**src/t1lic_pkg.sv**
```systemverilog
// Function
// - while the force-loss bit 7 is set the transmit line carries the loss-of-signal pattern (no pulses), otherwise normal traffic.
// - loopback select 00 in bits 5:4 is normal mode with no loopback path active.
// - loopback select 01 sends transmit PCM data to the receive PCM output, ignores the receive line and sends all ones to the line.
// - loopback select 10 sends decoded receive line data straight back through the encoder to the line, bypassing the framer.
// - loopback select 11 feeds received time-slot data into the transmit framer, which re-times it on transmit timing.
// - transmit encode bit 1 at 0 applies zero-substitution encoding in dual-rail mode only (single-rail bit 6 clear), and at 1 sends plain AMI.
// - receive decode bit 0 at 0 applies zero-substitution decoding in dual-rail mode only (single-rail bit 6 clear), and at 1 takes the line as plain AMI.
package t1lic_pkg;

   // register indices and byte addresses
   localparam logic [11:0] CTRL_IDX = 12'h101;
   localparam logic [11:0] STAT_IDX = 12'h102;
   localparam logic [11:0] CTRL_ADDR = {CTRL_IDX[9:0], 2'h0};
   localparam logic [11:0] STAT_ADDR = {STAT_IDX[9:0], 2'h0};

   // control field positions and reset value
   localparam int unsigned FORCE_LOSS_BIT = 7;
   localparam int unsigned SINGLE_RAIL_BIT = 6;
   localparam int unsigned LOOPBACK_LSB = 4;
   localparam int unsigned RSVD_LSB = 2;
   localparam int unsigned TX_AMI_BIT = 1;
   localparam int unsigned RX_AMI_BIT = 0;
   localparam logic [7:0] CTRL_RESET = 8'h00;

   // status field positions
   localparam int unsigned STAT_FULL_BIT = 8;
   localparam int unsigned STAT_EMPTY_BIT = 9;

   // loopback select codes
   localparam logic [1:0] LOOP_NORMAL = 2'h0;
   localparam logic [1:0] LOOP_LOCAL = 2'h1;
   localparam logic [1:0] LOOP_FAR_END = 2'h2;
   localparam logic [1:0] LOOP_PAYLOAD = 2'h3;

   // transmit symbol codes in the encoder delay line
   localparam logic [1:0] SYM_ZERO = 2'h0;
   localparam logic [1:0] SYM_ONE = 2'h1;
   localparam logic [1:0] SYM_VIOL = 2'h2;
   localparam logic [1:0] SYM_BIPOL = 2'h3;
   // 000VB0VB, oldest symbol in the low slot
   localparam logic [15:0] SUBST_PATTERN = 16'he380;
   localparam int unsigned CODE_DEPTH = 8;

   // transmit PCM buffer
   localparam int unsigned FIFO_WIDTH = 1;
   localparam int unsigned FIFO_DEPTH = 16;

   typedef struct packed {
      logic force_signal_loss_pattern;
      logic single_rail_select;
      logic [1:0] framer_loopback_select;
      logic [1:0] rsvd;
      logic tx_ami;
      logic rx_ami;
   } t1lic_ctrl_t;

   typedef struct packed {
      logic pos;
      logic neg;
   } t1lic_sym_t;

endpackage : t1lic_pkg

```
**src/t1lic_fifo.sv**
```systemverilog
module t1lic_fifo import t1lic_pkg::*; #(
   parameter int unsigned WIDTH = FIFO_WIDTH,
   parameter int unsigned DEPTH = FIFO_DEPTH
) (
   // clock and reset
   input wire logic clk_sys,
   input wire logic rst_n,
   // fill side
   input wire logic in_valid,
   output logic in_ready,
   input wire logic [WIDTH-1:0] in_data,
   // drain side
   output logic out_valid,
   input wire logic out_ready,
   output logic [WIDTH-1:0] out_data,
   // fill level
   output logic [$clog2(DEPTH):0] level
);
   localparam int unsigned AW = $clog2(DEPTH);

   typedef struct packed {
      logic [DEPTH-1:0][WIDTH-1:0] mem;
      logic [AW-1:0] wr_ptr;
      logic [AW-1:0] rd_ptr;
      logic [AW:0] count;
   } t1lic_fifo_state_t;

   t1lic_fifo_state_t s_ff;
   t1lic_fifo_state_t nxt_s;
   logic push;
   logic pop;

   assign in_ready = (s_ff.count != DEPTH[AW:0]);
   assign out_valid = (s_ff.count != '0);
   assign out_data = s_ff.mem[s_ff.rd_ptr];
   assign level = s_ff.count;
   assign push = in_valid && in_ready;
   assign pop = out_valid && out_ready;

   always_comb begin
      nxt_s = s_ff;
      if (push) begin
         nxt_s.mem[s_ff.wr_ptr] = in_data;
         nxt_s.wr_ptr = s_ff.wr_ptr + 1'b1;
      end
      if (pop) begin
         nxt_s.rd_ptr = s_ff.rd_ptr + 1'b1;
      end
      nxt_s.count = s_ff.count + {{AW{1'b0}}, push} - {{AW{1'b0}}, pop};
   end

   always_ff @(posedge clk_sys or negedge rst_n) begin
      if (!rst_n) begin
         s_ff <= '0;
      end else begin
         s_ff <= nxt_s;
      end
   end

endmodule : t1lic_fifo

```
**src/t1lic_codec.sv**
```systemverilog
module t1lic_codec import t1lic_pkg::*; (
   // clock and reset
   input wire logic clk_sys,
   input wire logic rst_n,
   // line bit strobe and mode
   input wire logic tick,
   input wire logic tx_ami,
   input wire logic rx_ami,
   input wire logic single_rail,
   // transmit side
   input wire logic tx_bit,
   output t1lic_sym_t tx_sym,
   // receive side
   input wire t1lic_sym_t rx_sym,
   output logic rx_bit
);
   typedef struct packed {
      logic [CODE_DEPTH-1:0][1:0] enc_c;
      logic enc_last;
      t1lic_sym_t tx;
      logic [CODE_DEPTH-1:0] dec_p;
      logic [CODE_DEPTH-1:0] dec_n;
      logic rx_bit;
   } t1lic_codec_state_t;

   t1lic_codec_state_t s_ff;
   t1lic_codec_state_t nxt_s;
   logic [1:0] code;
   logic sub_hit;
   logic dec_hit;

   // detect a received 000VB0VB window, oldest symbol in bit 0
   function automatic logic subst_match(input logic [7:0] p, input logic [7:0] n);
      logic quiet;
      quiet = !(p[0] | n[0] | p[1] | n[1] | p[2] | n[2] | p[5] | n[5]);
      subst_match = quiet && ((p[3] && n[4] && n[6] && p[7]) || (n[3] && p[4] && p[6] && n[7]));
   endfunction : subst_match

   assign tx_sym = s_ff.tx;
   assign rx_bit = s_ff.rx_bit;

   always_comb begin
      nxt_s = s_ff;
      code = s_ff.enc_c[0];
      sub_hit = 1'b0;
      dec_hit = 1'b0;
      if (tick) begin
         nxt_s.tx = '0;
         if (single_rail) begin
            nxt_s.tx.pos = (code != SYM_ZERO);
         end else begin
            case (code)
               SYM_ONE, SYM_BIPOL: begin
                  nxt_s.tx.pos = !s_ff.enc_last;
                  nxt_s.tx.neg = s_ff.enc_last;
                  nxt_s.enc_last = !s_ff.enc_last;
               end
               SYM_VIOL: begin
                  nxt_s.tx.pos = s_ff.enc_last;
                  nxt_s.tx.neg = !s_ff.enc_last;
               end
               default: begin
               end
            endcase
         end
         nxt_s.enc_c = {(tx_bit ? SYM_ONE : SYM_ZERO), s_ff.enc_c[CODE_DEPTH-1:1]};
         sub_hit = !tx_ami && !single_rail && (nxt_s.enc_c == '0);
         if (sub_hit) begin
            nxt_s.enc_c = SUBST_PATTERN;
         end
         nxt_s.rx_bit = s_ff.dec_p[0] | s_ff.dec_n[0];
         nxt_s.dec_p = {rx_sym.pos, s_ff.dec_p[CODE_DEPTH-1:1]};
         nxt_s.dec_n = {rx_sym.neg && !single_rail, s_ff.dec_n[CODE_DEPTH-1:1]};
         dec_hit = !rx_ami && !single_rail && subst_match(nxt_s.dec_p, nxt_s.dec_n);
         if (dec_hit) begin
            nxt_s.dec_p = '0;
            nxt_s.dec_n = '0;
         end
      end
   end

   always_ff @(posedge clk_sys or negedge rst_n) begin
      if (!rst_n) begin
         s_ff <= '0;
      end else begin
         s_ff <= nxt_s;
      end
   end
endmodule : t1lic_codec

```
**src/t1lic_top.sv**
```systemverilog
module t1lic_top import t1lic_pkg::*; (
   // clock and reset
   input wire logic clk_sys,
   input wire logic nrst,
   // apb slave
   input wire logic psel,
   input wire logic penable,
   input wire logic pwrite,
   input wire logic [11:0] paddr,
   input wire logic [31:0] pwdata,
   output logic [31:0] prdata,
   output logic pready,
   output logic pslverr,
   // transmit pcm input
   input wire logic tx_pcm_valid,
   output logic tx_pcm_ready,
   input wire logic tx_pcm_bit,
   // line bit timing strobe
   input wire logic line_bit_tick,
   // receive line pair from the line interface unit
   input wire logic rx_line_pos,
   input wire logic rx_line_neg,
   // transmit line pair
   output logic tx_line_pos,
   output logic tx_line_neg,
   // receive pcm output
   output logic rx_pcm_bit,
   output logic rx_pcm_valid,
   // single-rail select toward the line interface
   output logic single_rail_select
);
   typedef struct packed {
      t1lic_ctrl_t ctrl;
      t1lic_sym_t rx_s1;
      t1lic_sym_t rx_s2;
      logic [31:0] prdata;
      t1lic_sym_t tx;
      logic pay_bit;
      logic rx_bit;
      logic rx_valid;
   } t1lic_top_state_t;

   t1lic_top_state_t s_ff;
   t1lic_top_state_t nxt_s;
   logic [1:0] rst_sync_ff;
   logic rst_n;

   logic fifo_out_valid;
   logic fifo_out_ready;
   logic fifo_out_data;
   logic [4:0] fifo_level;
   logic codec_tx_bit;
   t1lic_sym_t codec_tx_sym;
   t1lic_sym_t codec_rx_sym;
   logic dec_bit;
   logic [1:0] lpbk;
   logic pcm_bit;
   logic wr_ctrl;
   logic setup_rd;
   logic mapped;

   // reset release through two flops
   always_ff @(posedge clk_sys or negedge nrst) begin
      if (!nrst) begin
         rst_sync_ff <= 2'h0;
      end else begin
         rst_sync_ff <= {rst_sync_ff[0], 1'b1};
      end
   end
   assign rst_n = rst_sync_ff[1];

   assign lpbk = s_ff.ctrl.framer_loopback_select;
   assign pcm_bit = fifo_out_valid ? fifo_out_data : 1'b1;

   // pcm buffer drained one bit per line bit in normal and local modes
   assign fifo_out_ready = line_bit_tick && ((lpbk == LOOP_NORMAL) || (lpbk == LOOP_LOCAL));

   t1lic_fifo #(
      .WIDTH(FIFO_WIDTH),
      .DEPTH(FIFO_DEPTH)
   ) u_fifo (
      .clk_sys(clk_sys),
      .rst_n(rst_n),
      .in_valid(tx_pcm_valid),
      .in_ready(tx_pcm_ready),
      .in_data(tx_pcm_bit),
      .out_valid(fifo_out_valid),
      .out_ready(fifo_out_ready),
      .out_data(fifo_out_data),
      .level(fifo_level)
   );

   // transmit source per loopback mode
   always_comb begin
      case (lpbk)
         LOOP_LOCAL: codec_tx_bit = 1'b1;
         LOOP_FAR_END: codec_tx_bit = dec_bit;
         LOOP_PAYLOAD: codec_tx_bit = s_ff.pay_bit;
         default: codec_tx_bit = pcm_bit;
      endcase
   end

   // receive line is ignored in local loopback
   assign codec_rx_sym = (lpbk == LOOP_LOCAL) ? t1lic_sym_t'(2'h0) : s_ff.rx_s2;

   t1lic_codec u_codec (
      .clk_sys(clk_sys),
      .rst_n(rst_n),
      .tick(line_bit_tick),
      .tx_ami(s_ff.ctrl.tx_ami),
      .rx_ami(s_ff.ctrl.rx_ami),
      .single_rail(s_ff.ctrl.single_rail_select),
      .tx_bit(codec_tx_bit),
      .tx_sym(codec_tx_sym),
      .rx_sym(codec_rx_sym),
      .rx_bit(dec_bit)
   );

   // register address match
   function automatic logic addr_is(input logic [11:0] a, input logic [11:0] reg_addr);
      addr_is = (a == reg_addr);
   endfunction : addr_is

   // apb decode
   assign mapped = addr_is(paddr, CTRL_ADDR) || addr_is(paddr, STAT_ADDR);
   assign wr_ctrl = psel && penable && pwrite && addr_is(paddr, CTRL_ADDR);
   assign setup_rd = psel && !penable && !pwrite;
   assign pready = 1'b1;
   assign pslverr = psel && penable && !mapped;
   assign prdata = s_ff.prdata;

   always_comb begin
      nxt_s = s_ff;
      nxt_s.rx_s1.pos = rx_line_pos;
      nxt_s.rx_s1.neg = rx_line_neg;
      nxt_s.rx_s2 = s_ff.rx_s1;
      if (wr_ctrl) begin
         nxt_s.ctrl = t1lic_ctrl_t'(pwdata[7:0]);
      end
      if (setup_rd) begin
         nxt_s.prdata = 32'h0;
         if (addr_is(paddr, CTRL_ADDR)) begin
            nxt_s.prdata[7:0] = s_ff.ctrl;
         end else if (addr_is(paddr, STAT_ADDR)) begin
            nxt_s.prdata[4:0] = fifo_level;
            nxt_s.prdata[STAT_FULL_BIT] = !tx_pcm_ready;
            nxt_s.prdata[STAT_EMPTY_BIT] = !fifo_out_valid;
         end
      end
      nxt_s.rx_valid = line_bit_tick;
      if (line_bit_tick) begin
         nxt_s.pay_bit = dec_bit;
         nxt_s.rx_bit = (lpbk == LOOP_LOCAL) ? pcm_bit : dec_bit;
      end
      if (s_ff.ctrl.force_signal_loss_pattern) begin
         nxt_s.tx = '0;
      end else begin
         nxt_s.tx = codec_tx_sym;
      end
   end

   always_ff @(posedge clk_sys or negedge rst_n) begin
      if (!rst_n) begin
         s_ff <= '0;
         s_ff.ctrl <= CTRL_RESET;
      end else begin
         s_ff <= nxt_s;
      end
   end

   assign tx_line_pos = s_ff.tx.pos;
   assign tx_line_neg = s_ff.tx.neg;
   assign rx_pcm_bit = s_ff.rx_bit;
   assign rx_pcm_valid = s_ff.rx_valid;
   assign single_rail_select = s_ff.ctrl.single_rail_select;
endmodule : t1lic_top

```
**config.mk**
```make
export PLATFORM = sky130hd
export DESIGN_NAME = t1lic_top
export DESIGN_NICKNAME = d
export VERILOG_FILES = /design/src/t1lic_pkg.sv /design/src/t1lic_fifo.sv /design/src/t1lic_codec.sv /design/src/t1lic_top.sv
export SDC_FILE = /design/constraint.sdc
export NUM_CORES = 1
export LEC_CHECK = 0
export ABC_AREA = 1
export BUFFER_PORTS_ARGS = -buffer_cell sky130_fd_sc_hd__buf_2
export CORE_MARGIN = 2
export CORE_UTILIZATION = 59
export DETAILED_ROUTE_END_ITERATION = 10
export GPL_ROUTABILITY_DRIVEN = 1
export PLACE_DENSITY_LB_ADDON = 0.15
export RECOVER_POWER = 25
export REMOVE_ABC_BUFFERS = 1
export SYNTH_ARGS = -nofsm -noshare
export SYNTH_HDL_FRONTEND = slang
export SYNTH_SLANG_ARGS = --single-unit
export TNS_END_PERCENT = 30
```
**constraint.sdc**
```tcl
create_clock -name clk_sys -period 6.4 [get_ports clk_sys]
set_clock_uncertainty 0.15 [all_clocks]
set_input_delay 0 -clock clk_sys [delete_from_list [all_inputs] [get_ports clk_sys]]
set_output_delay 0 -clock clk_sys [all_outputs]
set_load 0.05 [all_outputs]
```
# After elaboration in Yosys (flattened, before gate mapping)
# Index checks and enable logic that the tools add are counted.
# totals
regBits	94
elab_cells	137
# classes
addsub	4
n_lt_le_gt_ge	3
eq_ne	9
mux	21
bitwise	9
reduce_logical	41
# ops
operator	count
16-bit two-way mux	2
12-bit by 11-bit == test with 1-bit output, second input constant	2
1-bit logical AND	22
16-bit bitwise mux	1
16-bit logical NOT	1
1-bit logical NOT	10
4-bit by 5-bit < comparator with 1-bit output, second input constant	2
5-bit two-way mux	2
4-bit by 1-bit adder with 4-bit output, second input constant	2
2-bit == test, second input constant	4
2-bit two-way mux	4
1-bit bitwise OR	8
1-bit two-way mux	7
5-bit by 1-bit adder with 5-bit output	1
5-bit inequality test, second input constant	1
5-bit nonzero test	1
5-bit by 1-bit subtractor with 5-bit output	1
1-bit binary-select mux with 4-bit select	1
1-bit demux with 4-bit select	1
2-bit by 1-bit == test with 1-bit output, second input constant	2
4-bit by 1-bit >= comparator with 1-bit output, second input constant	1
2-bit case mux with 2 select lines	1
1-bit logical OR	3
3-bit two-way mux	1
6 further kinds	6

# Longest topological paths before layout
# Gate-level depths: netlist of run 1.
# depth
ltp_word	11
depth_mapped	15

# Modules after synthesis
# From an unflattened synthesis of run 1, not the netlist that was laid out.
# hier_totals
hier_cells	615
area_unflattened_um2	4904.7
# modules_own_cells
mod	n_inst	cells_per_inst	area_per_inst_um2	seq_area_each_um2
t1lic_fifo	1	223	1775.5	725.7
t1lic_codec	1	202	1591.5	900.9
t1lic_top	1	190	1537.7	725.7

# Least setup slack after synthesis of run 1
# OpenSTA, ideal clock, no wires.
# synth_timing
path_kind	flip-flop to flip-flop
startpoint	register u_fifo.s_ff, in the netlist u_fifo.level[2]
endpoint	register u_fifo.s_ff, in the netlist u_fifo.level[4]
setup_ns	0.079
arrival_ns	2.433
setup_slack_ns	3.737
stages_incl_launch_ff	14
path_buffers	0
path_cell_list	dfrtp_1 inv_1 ha_1 nand2_1 nor2_1 nand2_1 nand2_2 inv_1 ha_1 fa_1 a21oi_1 nor2_1 nor2_1 xor2_1
# synth_lines
item	line_no	rtl
start, declared	t1lic_fifo.sv:28	t1lic_fifo_state_t s_ff;
start signal, assigned	t1lic_fifo.sv:56	s_ff <= nxt_s;

# Worst setup path after layout of run 1
# layout_timing
startpoint	input port paddr[4]
endpoint	register s_ff, in the netlist lpbk[1]
# layout_via
elab_chain_cells	2
# layout_lines
item	line_no	rtl
start, declared	t1lic_top.sv:9	input wire logic [11:0] paddr,
12-bit by 11-bit == test with 1-bit output	t1lic_top.sv:121	addr_is = (a == reg_addr);
1-bit logical AND	t1lic_top.sv:126	assign wr_ctrl = psel && penable && pwrite && addr_is(paddr, CTRL_ADDR);
end signal, assigned	t1lic_top.sv:167	s_ff <= nxt_s;
end, declared	t1lic_top.sv:43	t1lic_top_state_t s_ff;
# No other way between the ends.
# A chain may end at the register's enable or synchronous reset.

==> flow_metrics.tcl, run 1 <==
set metrics [dict create \
    die_area_um2 8450 \
    layout-drive-gt1-share 0.133 \
    finalNonFillerCells 704 \
    crit_fanout 13 \
    cts_tree "built" \
    crit_buf_inv 7 \
    ios 94 \
    async_flop_share 1.00 \
    num_rows 32 \
    route.detailed.drc 0 \
    grtUsageMet2 0.368 \
    violations "max-capacitance violations, max-slew violations" \
    fillCellCount 619 \
    synth_ff_type "dfrtp_1" \
    viasPerCell 4.97 \
    grt_pass1_vias 3402 \
    ys_ff_latch 94 \
    gr-usage-met3 0.0468 \
    endpoint_kind "flip-flop" \
    postRouteAntennaNets 0 \
    p_leak_nw 2.79 \
    synth_top_area_cell "dfrtp_1" \
    antenna_found_initial 0 \
    die_w_um 91.9 \
    grt_max_degree 51 \
    yosysMostFrequentCell "nand2_1" \
    report.final.slew_viol_count 44 \
    dr_total_vias 3498 \
    yosysSeqAreaShare 0.516 \
    place_hpwl_um 5780 \
    multi_input_area_um2 1740 \
    crit_chain "dlygate4sd3_1 -> buf_2 -> nor2_2 -> dlygate4sd3_1 -> nand2_2 -> dlygate4sd3_1 -> nor2_2 -> inv_2 -> nor2_4 -> nand4_4 -> nor2_1 -> dlygate4sd3_1 -> a21oi_1 -> dlygate4sd3_1" \
    drtIter0Drc 176 \
    setup_viol 0 \
    start_util 0.600 \
    synth_top_area_frac 0.516 \
    r2r-start "u_fifo.level[3]" \
    grt_usage 0.227 \
    synth_common_cells "nand2_1 (156), dfrtp_1 (94), inv_1 (62), nor2_1 (35), buf_4 (33)" \
    grt_use_met1 0.309 \
    crit_type "input pin to flip-flop" \
    wire_per_inst_um 12.6 \
    min_from "paddr[6]" \
    grt-busiest-layer "met2" \
    seq_area_um2 2350 \
    routed_wl_um 8850 \
    fin_crit_ns 3.79 \
    netlist_instances 529 \
    hp-class "input pin to flip-flop" \
    max_stage_delay_ns 0.58 \
    slew-limit-headroom -0.133 \
    tightest_slew_ns 1.70 \
    insertion_delay_ns 0.37 \
    crit_arrival_ns 3.90 \
    cp-start-kind "input pin" \
    drv_cap 1 \
    port_buffers 46 \
    avgSynthCellArea_um2 8.62 \
    root_buffer "clkbuf_8" \
    setup_tns_ns 0 \
    cp_top_family "buffers and inverters" \
    core_um2 7610 \
    postCtsSetupBuffers 0 \
    synth_edf_count 0 \
    grt_first_pass_wirelength_um 15300 \
    ctsResizeCount 0 \
    clockBufferDepth 2 \
    clkTransAtPathRegs_ns 0.10 \
    globalRoute.totalOverflow 0 \
    fin_util 0.687 \
    status "finished, violations left" \
    yosys-top-cells-area "dfrtp_1 (52%), nand2_1 (13%), buf_4 (5.4%), inv_1 (5.1%), o21ai_0 (3.2%)" \
    clock-sinks 94 \
    firstDrtPassIters 5 \
    cts_buffers 9 \
    cp.required_ns 6.50 \
    die_y_um 91.9 \
    slowest_stage "dlygate4sd3_1" \
    routabilityCongestion 0.826 \
    nets 663 \
    hold_viol_final 0 \
    min_period_over_period 0.592 \
    cp_common_cell "dlygate4sd3_1" \
    area_delta_synth_final_pct 14.6 \
    yosysWarnings 0 \
    diodes 0 \
    syn-cell-area_um2 4560 \
    htreeDepth 3 \
    setup.worst_path.start "paddr[4]" \
    dp_cells 655 \
    p_per_area_nw_per_um2 300 \
    peakVddDrop_uv 172 \
    max_freq_ghz 0.264 \
    synth_cell_types 36 \
    rsz0062_at_grt "no" \
]
[layer usage]
layer / vias to the layer above / part of all wire
met5: - / 0
li1: 1746 / -
met2: 90 / 0.47
met1: 1650 / 0.48
met3: 12 / 0.042
met4: 0 / 0.014
[flip-flops by register name (all words and copies together) (netlist names)]
name / cells
tx_line_pos: 1
single_rail_select: 1
u_codec.tx_sym: 2
u_codec.s_ff: 31
lpbk: 2
tx_line_neg: 1
u_fifo.level: 5
rst_sync_ff: 2
rx_pcm_bit: 1
nxt_s: 2
u_codec.code: 2
s_ff: 8
rx_pcm_valid: 1
u_fifo.s_ff: 24
prdata: 10
u_codec.rx_bit: 1
[through the flow]
stage / worst slack [ns] / instance area (um2) / hold WS [ns] / total power [mW]
after detailed placement: 3.57 / 4700 / -0.364 / 1.17
after CTS: 2.75 / 5230 / 0.00229 / 1.58
after global routing: 2.49 / 5230 / 0.0250 / 1.67
after floorplan: 3.44 / 4330 / -0.446 / 1.07
after global placement: 3.62 / 4700 / -0.365 / 1.16
final: 2.61 / 5230 / 0.0323 / 1.57
[tightest hold or removal path: stages]
cell     delay [ns]
buf_2          0.08
nor2_2         0.03
nand2_2        0.08
nor2_1         0.05
nand2_1        0.17
o31ai_1        0.09
[final cells by class]
class	instances	area share
timing repair buffer	80	0.109
tap	102	0.0244
clock inverter	7	0.0139
multi-input combinational	348	0.333
inverter	64	0.0460
sequential	94	0.450
clock buffer	9	0.0237
[layout by cell type, fill, tap and decap left out, drive strengths merged, types with 12 or more instances in the layout]
master       synthesis  routed
buf                 37      47
a21oi               12      12
conb                 2      24
nand3               28      28
dlygate4sd3          0      33
nand2              159     159
o21ai               33      33
dfrtp               94      94
inv                 64      69
nor2                39      39
[cell families after synthesis]
logic type               after synthesis  synth area share
XOR/XNOR                              10            0.0192
buffers and inverters                109             0.121
AO/OA/AOI/OAI                         59            0.0713
flip-flops                            94             0.516
multiplexers                           3           0.00988
adder cells (fa/ha/maj)               12            0.0346
AND/OR/NAND/NOR                      240             0.227
other                                  2           0.00165
[worst paths after layout]
path / to / slack (ns) / cells after the start
setup / recovery: lpbk[1] / 2.61 / 14
hold / removal: prdata[9] / 0.03 / 6
setup reg to reg: u_fifo.level[4] / 3.50 / 15
hold reg to reg: s_ff[37] / 0.21 / 0
max in group asynchronous: tx_line_neg / 4.10 / 1
min in group asynchronous: rst_sync_ff[0] / 0.31 / 3
[where the power goes]
part	internal (mW)	switching, mW	total (mW)
sequential	0.694	0.0739	0.768
clock	0.155	0.236	0.392
combinational	0.145	0.261	0.407
[repair_timing]
action	in CTS	in global routing
hold buffers	33	0
endpoints found under the hold margin	37	0
setup endpoints to repair	0	0
Power figures use the tool's default switching activity.
==> run 2, diff against run 1 <==
ABC_AREA = 0   (was 1)
CORE_UTILIZATION = 54   (was 59)
clock period = 3.5 ns   (was 6.4 ns; I/O delays follow)
==> flow_metrics.tcl, run 2 <==
set metrics [dict create \
    clockBufferDepth 2 \
    synth_edf_count 0 \
    die_w_um 94.1 \
    routed.top_layer "met4" \
    synth_common_cells "dfrtp_1 (94), mux2_2 (44), nand2_1 (43), buf_4 (33), o21ai_0 (16)" \
    p_leak_nw 2.38 \
    synth_ff_type "dfrtp_1" \
    die_y_um 94.1 \
    crit_type "flip-flop to flip-flop" \
    yosysSeqAreaShare 0.537 \
    synth_top_area_frac 0.537 \
    final_cell_area_um2 4950 \
    peakVddDrop_uv 500 \
    final_common_cell "dfrtp_1" \
    insertion_delay_ns 0.36 \
    slew-limit-headroom -0.306 \
    port_buffers 46 \
    area_delta_synth_final_pct 12.9 \
    synth_top_area_cell "dfrtp_1" \
    status "finished, violations left" \
    yosysWarnings 0 \
    drv_cap 1 \
    m1WireLength_um 3730 \
    nets 495 \
    hold_viol_final 0 \
    postPlaceCellArea_um2 4550 \
    avgSynthCellArea_um2 11.7 \
    route.met2.wl_um 3660 \
    mostFrequentLayoutCells "dfrtp_1 (94), buf_2 (46), mux2_2 (44)" \
    yosys-top-cells-area "dfrtp_1 (54%), mux2_2 (11%), buf_4 (5.7%), nand2_1 (3.7%), ha_1 (3.1%)" \
    netlist_instances 373 \
    ff2ff_path_depth 13 \
    antenna_found_initial 0 \
    largest-register "u_codec.s_ff" \
    violations "max-capacitance violations, max-slew violations" \
    async_flop_share 1.00 \
    p_int_mw 2.31 \
    clkTransAtPathRegs_ns 0.10 \
    clock-sinks 94 \
    setup_tns_ns 0 \
    wire_per_inst_um 14.7 \
    ff2ff_setup_slack_ns 0.31 \
    hp-class "input pin to flip-flop" \
    crit_chain "inv_1 -> ha_1 -> or4b_2 -> nand2_1 -> nor2_1 -> ha_1 -> inv_1 -> ha_1 -> fa_1 -> a21oi_1 -> nor2_1 -> nor2_1 -> xnor2_1" \
    firstDrtPassIters 4 \
    max_stage_delay_ns 0.63 \
    crit_fanout 5 \
    min_period_over_period 0.911 \
    diodes 0 \
    place_hpwl_um 5440 \
    ctsResizeCount 0 \
    switching_share 0.335 \
    root_buffer "clkbuf_8" \
    yosysMostFrequentCell "dfrtp_1" \
    p_clk_frac 0.228 \
    postCtsSetupBuffers 0 \
    p_per_area_nw_per_um2 701 \
    met3_length_um 338 \
    routabilityCongestion 0.797 \
    max_freq_ghz 0.314 \
    grt_usage 0.196 \
    fin_crit_ns 3.19 \
    hold_end "prdata[1]" \
    synth_cell_types 51 \
    htreeDepth 3 \
    start_util 0.561 \
    r2r-start "u_fifo.level[2]" \
    fin_util 0.633 \
    dr_total_vias 2806 \
    routed_wl_um 7870 \
    min_from "paddr[11]" \
    grt_first_pass_wirelength_um 13300 \
    p_comb_frac 0.298 \
    ios 94 \
    syn-cell-area_um2 4380 \
    cp-start-kind "flip-flop" \
    crit_arrival_ns 3.31 \
    viasPerCell 5.24 \
    r2r-end "u_fifo.level[4]" \
    rsz0062_at_grt "no" \
    grt_pass1_vias 2797 \
    ys_ff_latch 94 \
    route.detailed.drc 0 \
    drtIter0Drc 130 \
    slowest_stage "or4b_2" \
    largest_reg_flops 31 \
    postRouteAntennaNets 0 \
    hold_depth 5 \
    endpoint_kind "flip-flop" \
    p_total_mw 3.47 \
    p_sw_mw 1.16 \
    num_rows 32 \
    cp.required_ns 3.62 \
    tightest_slew_ns 1.96 \
    globalRoute.totalOverflow 0 \
    die_area_um2 8850 \
    layout-drive-gt1-share 0.258 \
    core_um2 7810 \
    cts_buffers 9 \
    setup_viol 0 \
    cts_tree "built" \
    report.final.slew_viol_count 51 \
    p_seq_frac 0.475 \
    grt_max_degree 51 \
]
[run 2: changes by cell type after synthesis, moves of 6 or more]
cell and change:
nand2_1 -113, inv_1 -48, mux2_2 +44, nand3_1 -24, nor2_1 -24, o21ai_0 -13, mux2i_1 +10, xnor2_1 +7
a21oi_1 -6, a22o_1 +6, xor2_1 -6
[run 2: layer usage]
layer	track usage	vias up
li1	-	1349
met1	0.265	1371
met4	0.0797	0
met2	0.314	75
met5	0	-
met3	0.0337	11
[run 2: kinds of logic after synthesis]
| kind of cell | synth area share |
|---|---|
| compound gates | 0.0728 |
| xor+xnor | 0.0220 |
| fa+ha+maj | 0.0360 |
| buf+inv | 0.0811 |
| flops | 0.537 |
| mux | 0.141 |
| other cells | 0.00171 |
| simple gates | 0.108 |
[run 2: critical path, delay by kind of cell (launching register included)]
kind            cells  cell delay [ns]
simple gates        5             1.02
fa+ha+maj           4             1.08
buf+inv             2             0.15
compound gates      1             0.16
flops               1             0.42
xor+xnor            1             0.12
[run 2: worst max path at each step]
stage | start | endpoint | slack (ns) | depth (start not counted)
finish | u_fifo.level[2] | u_fifo.level[4] | 0.31 | 13
global route | u_fifo.level[3] | u_fifo.level[4] | 0.08 | 13
CTS | u_fifo.level[3] | u_fifo.level[4] | 0.31 | 13
detailed placement | u_fifo.level[3] | u_fifo.level[4] | 0.38 | 13
global placement | u_fifo.level[3] | u_fifo.level[4] | 0.42 | 13
floorplan | rst_sync_ff[1] | lpbk[0] | 0.54 | 0
[run 2: power groups by stage]
stage | Clock, mW | Sequential, mW | Combinational (mW)
CTS | 0.813 | 1.65 | 1.04
global placement | 0 | 1.66 | 0.991
finish | 0.789 | 1.65 | 1.03
floorplan | 0 | 1.65 | 0.778
detailed placement | 0 | 1.67 | 1.02
global route | 0.854 | 1.69 | 1.17
[run 2: per-stage QoR]
stage               worst slack, ns  std cells  hold WS [ns]
floorplan                     0.538        351        -0.446
global placement              0.423        502        -0.365
detailed placement            0.381        502        -0.364
CTS                           0.307        536        0.0706
global route                 0.0830        536        0.0963
finish                        0.312        536        0.0900
[run 2: repair_timing]
item / 4_1_cts / 5_1_grt
endpoints found under the hold margin: 43 / 0
hold buffers: 18 / 0
setup endpoints to repair: 0 / 0
[run 2: cell type report]
type	count	area (um2)
clock buffers	10	128
clock inverters	6	93.8
fillers	643	2860
inverters	15	56.3
multi-input cells	242	1760
flip-flops and latches	94	2350
well taps	102	128
repair buffers	67	433
==> run 3, diff against run 2 <==
CAP_MARGIN = 20   (was unset)
RECOVER_POWER = unset   (was 25)
SLEW_MARGIN = 5   (was unset)
==> flow_metrics.tcl, run 3 (synthesis results as in run 2) <==
set metrics [dict create \
    status "complete, no violations" \
    mostFrequentLayoutCells "dfrtp_1 (93), buf_2 (46), mux2_2 (44)" \
    routabilityCongestion 0.797 \
    postCtsSetupBuffers 0 \
    grt_usage 0.196 \
    p_leak_nw 2.38 \
    drv_cap 0 \
    viasPerCell 5.24 \
    endpoint_kind "flip-flop" \
    ios 94 \
    crit_buf_inv 2 \
    min_from "paddr[11]" \
    cts_tree "built" \
    clockBufferDepth 2 \
    grt_first_pass_wirelength_um 13300 \
    layout-drive-gt1-share 0.260 \
    hp-class "input pin to flip-flop" \
    min_period_over_period 0.911 \
    p_total_mw 3.47 \
    report.final.slew_viol_count 0 \
    hold_viol_final 0 \
    globalRoute.totalOverflow 0 \
    p_per_area_nw_per_um2 701 \
    cp.required_ns 3.62 \
    firstDrtPassIters 4 \
    ff2ff_setup_slack_ns 0.31 \
    fin_crit_ns 3.19 \
    setup_viol 0 \
    place_hpwl_um 5440 \
    whs_ns 0.0901 \
    ff2ff_path_depth 13 \
    diodes 0 \
    clock-sinks 94 \
    die_w_um 94.1 \
    dp_slack_ns 0.381 \
    r2r-end "u_fifo.level[4]" \
    crit_fanout 5 \
    final_common_cell "dfrtp_1" \
    routed_wl_um 7860 \
    hold_depth 5 \
    die_y_um 94.1 \
    seq_area_um2 2360 \
    final_cell_area_um2 4950 \
    clkTransAtPathRegs_ns 0.10 \
    start_util 0.561 \
    largest-register "u_codec.s_ff" \
    crit_arrival_ns 3.31 \
    dr_total_vias 2809 \
    crit_chain "inv_1 -> ha_1 -> or4b_2 -> nand2_1 -> nor2_1 -> ha_1 -> inv_1 -> ha_1 -> fa_1 -> a21oi_1 -> nor2_1 -> nor2_1 -> xnor2_1" \
    port_buffers 46 \
    cp-start-kind "flip-flop" \
    cts_buffers 9 \
    worst_slack_ns 0.312 \
    slew-limit-headroom 0.343 \
    grt_max_degree 51 \
    cp_top_family "adder cells" \
    slowest_stage "or4b_2" \
    antenna_found_initial 0 \
    r2r-start "u_fifo.level[2]" \
    crit_type "flip-flop to flip-flop" \
    max_freq_ghz 0.314 \
    postPlaceCellArea_um2 4550 \
    wire_per_inst_um 14.7 \
    core_um2 7810 \
    largest_reg_flops 31 \
    area_delta_synth_final_pct 13.0 \
    multi_input_area_um2 1760 \
    tightest_slew_ns 0.984 \
    rsz0062_at_grt "no" \
    insertion_delay_ns 0.36 \
    root_buffer "clkbuf_8" \
    num_rows 32 \
    htreeDepth 3 \
    grt_pass1_vias 2797 \
    route.detailed.drc 0 \
    nets 495 \
    peakVddDrop_uv 497 \
    hold_end "prdata[1]" \
    setup_tns_ns 0 \
    postRouteAntennaNets 0 \
    die_area_um2 8850 \
    max_stage_delay_ns 0.63 \
    fillCellCount 643 \
    drtIter0Drc 109 \
]
==> run 3: final cells by class <==
type / count / area share
Sequential cell: 94 / 0.476
Multi-Input combinational cell: 242 / 0.355
Timing Repair Buffer: 67 / 0.0875
Clock buffer: 10 / 0.0258
Tap cell: 102 / 0.0258
Clock inverter: 6 / 0.0190
Inverter: 15 / 0.0114
==> run 3: worst max-delay path by stage <==
stage	start	to	slack, ns	cells past startpoint
4_1_cts	u_fifo.level[3]	u_fifo.level[4]	0.31	13
6_report	u_fifo.level[2]	u_fifo.level[4]	0.31	13
3_5_place_dp	u_fifo.level[3]	u_fifo.level[4]	0.38	13
2_1_floorplan	rst_sync_ff[1]	lpbk[0]	0.54	0
3_3_place_gp	u_fifo.level[3]	u_fifo.level[4]	0.42	13
5_1_grt	u_fifo.level[3]	u_fifo.level[4]	0.08	13
==> run 3: metal layers <==
metal | up-vias | wire, um | track usage
met5 | - | 0 | 0
met4 | 0 | 137 | 0.0797
met3 | 11 | 347 | 0.0337
met2 | 77 | 3650 | 0.314
met1 | 1373 | 3720 | 0.265
li1 | 1348 | - | -
==> run 3: through the flow <==
| step | cells | utilization |
|---|---|---|
| 4_1_cts | 536 | 0.634 |
| 2_1_floorplan | 351 | - |
| 6_report | 536 | 0.634 |
| 3_3_place_gp | 502 | 0.583 |
| 5_1_grt | 536 | 0.634 |
| 3_5_place_dp | 502 | 0.583 |
==> run 3: worst min-delay path, cell delays in order <==
cell and delay (ns):
buf_2 0.07, nand4b_1 0.17, nor3b_4 0.10, a22oi_1 0.13, o21ai_0 0.09
==> run 3: repair_timing <==
item,CTS,global route
endpoints found under the hold margin,43,0
resized for setup,0,0
hold buffers,18,0
==> run 3: power breakdown <==
group / leakage [nW] / switching, mW / internal, mW
Sequential: 1.19 / 0.254 / 1.39
Combinational: 1.08 / 0.527 / 0.506
Clock: 0.107 / 0.381 / 0.408
Total: 2.38 / 1.16 / 2.31
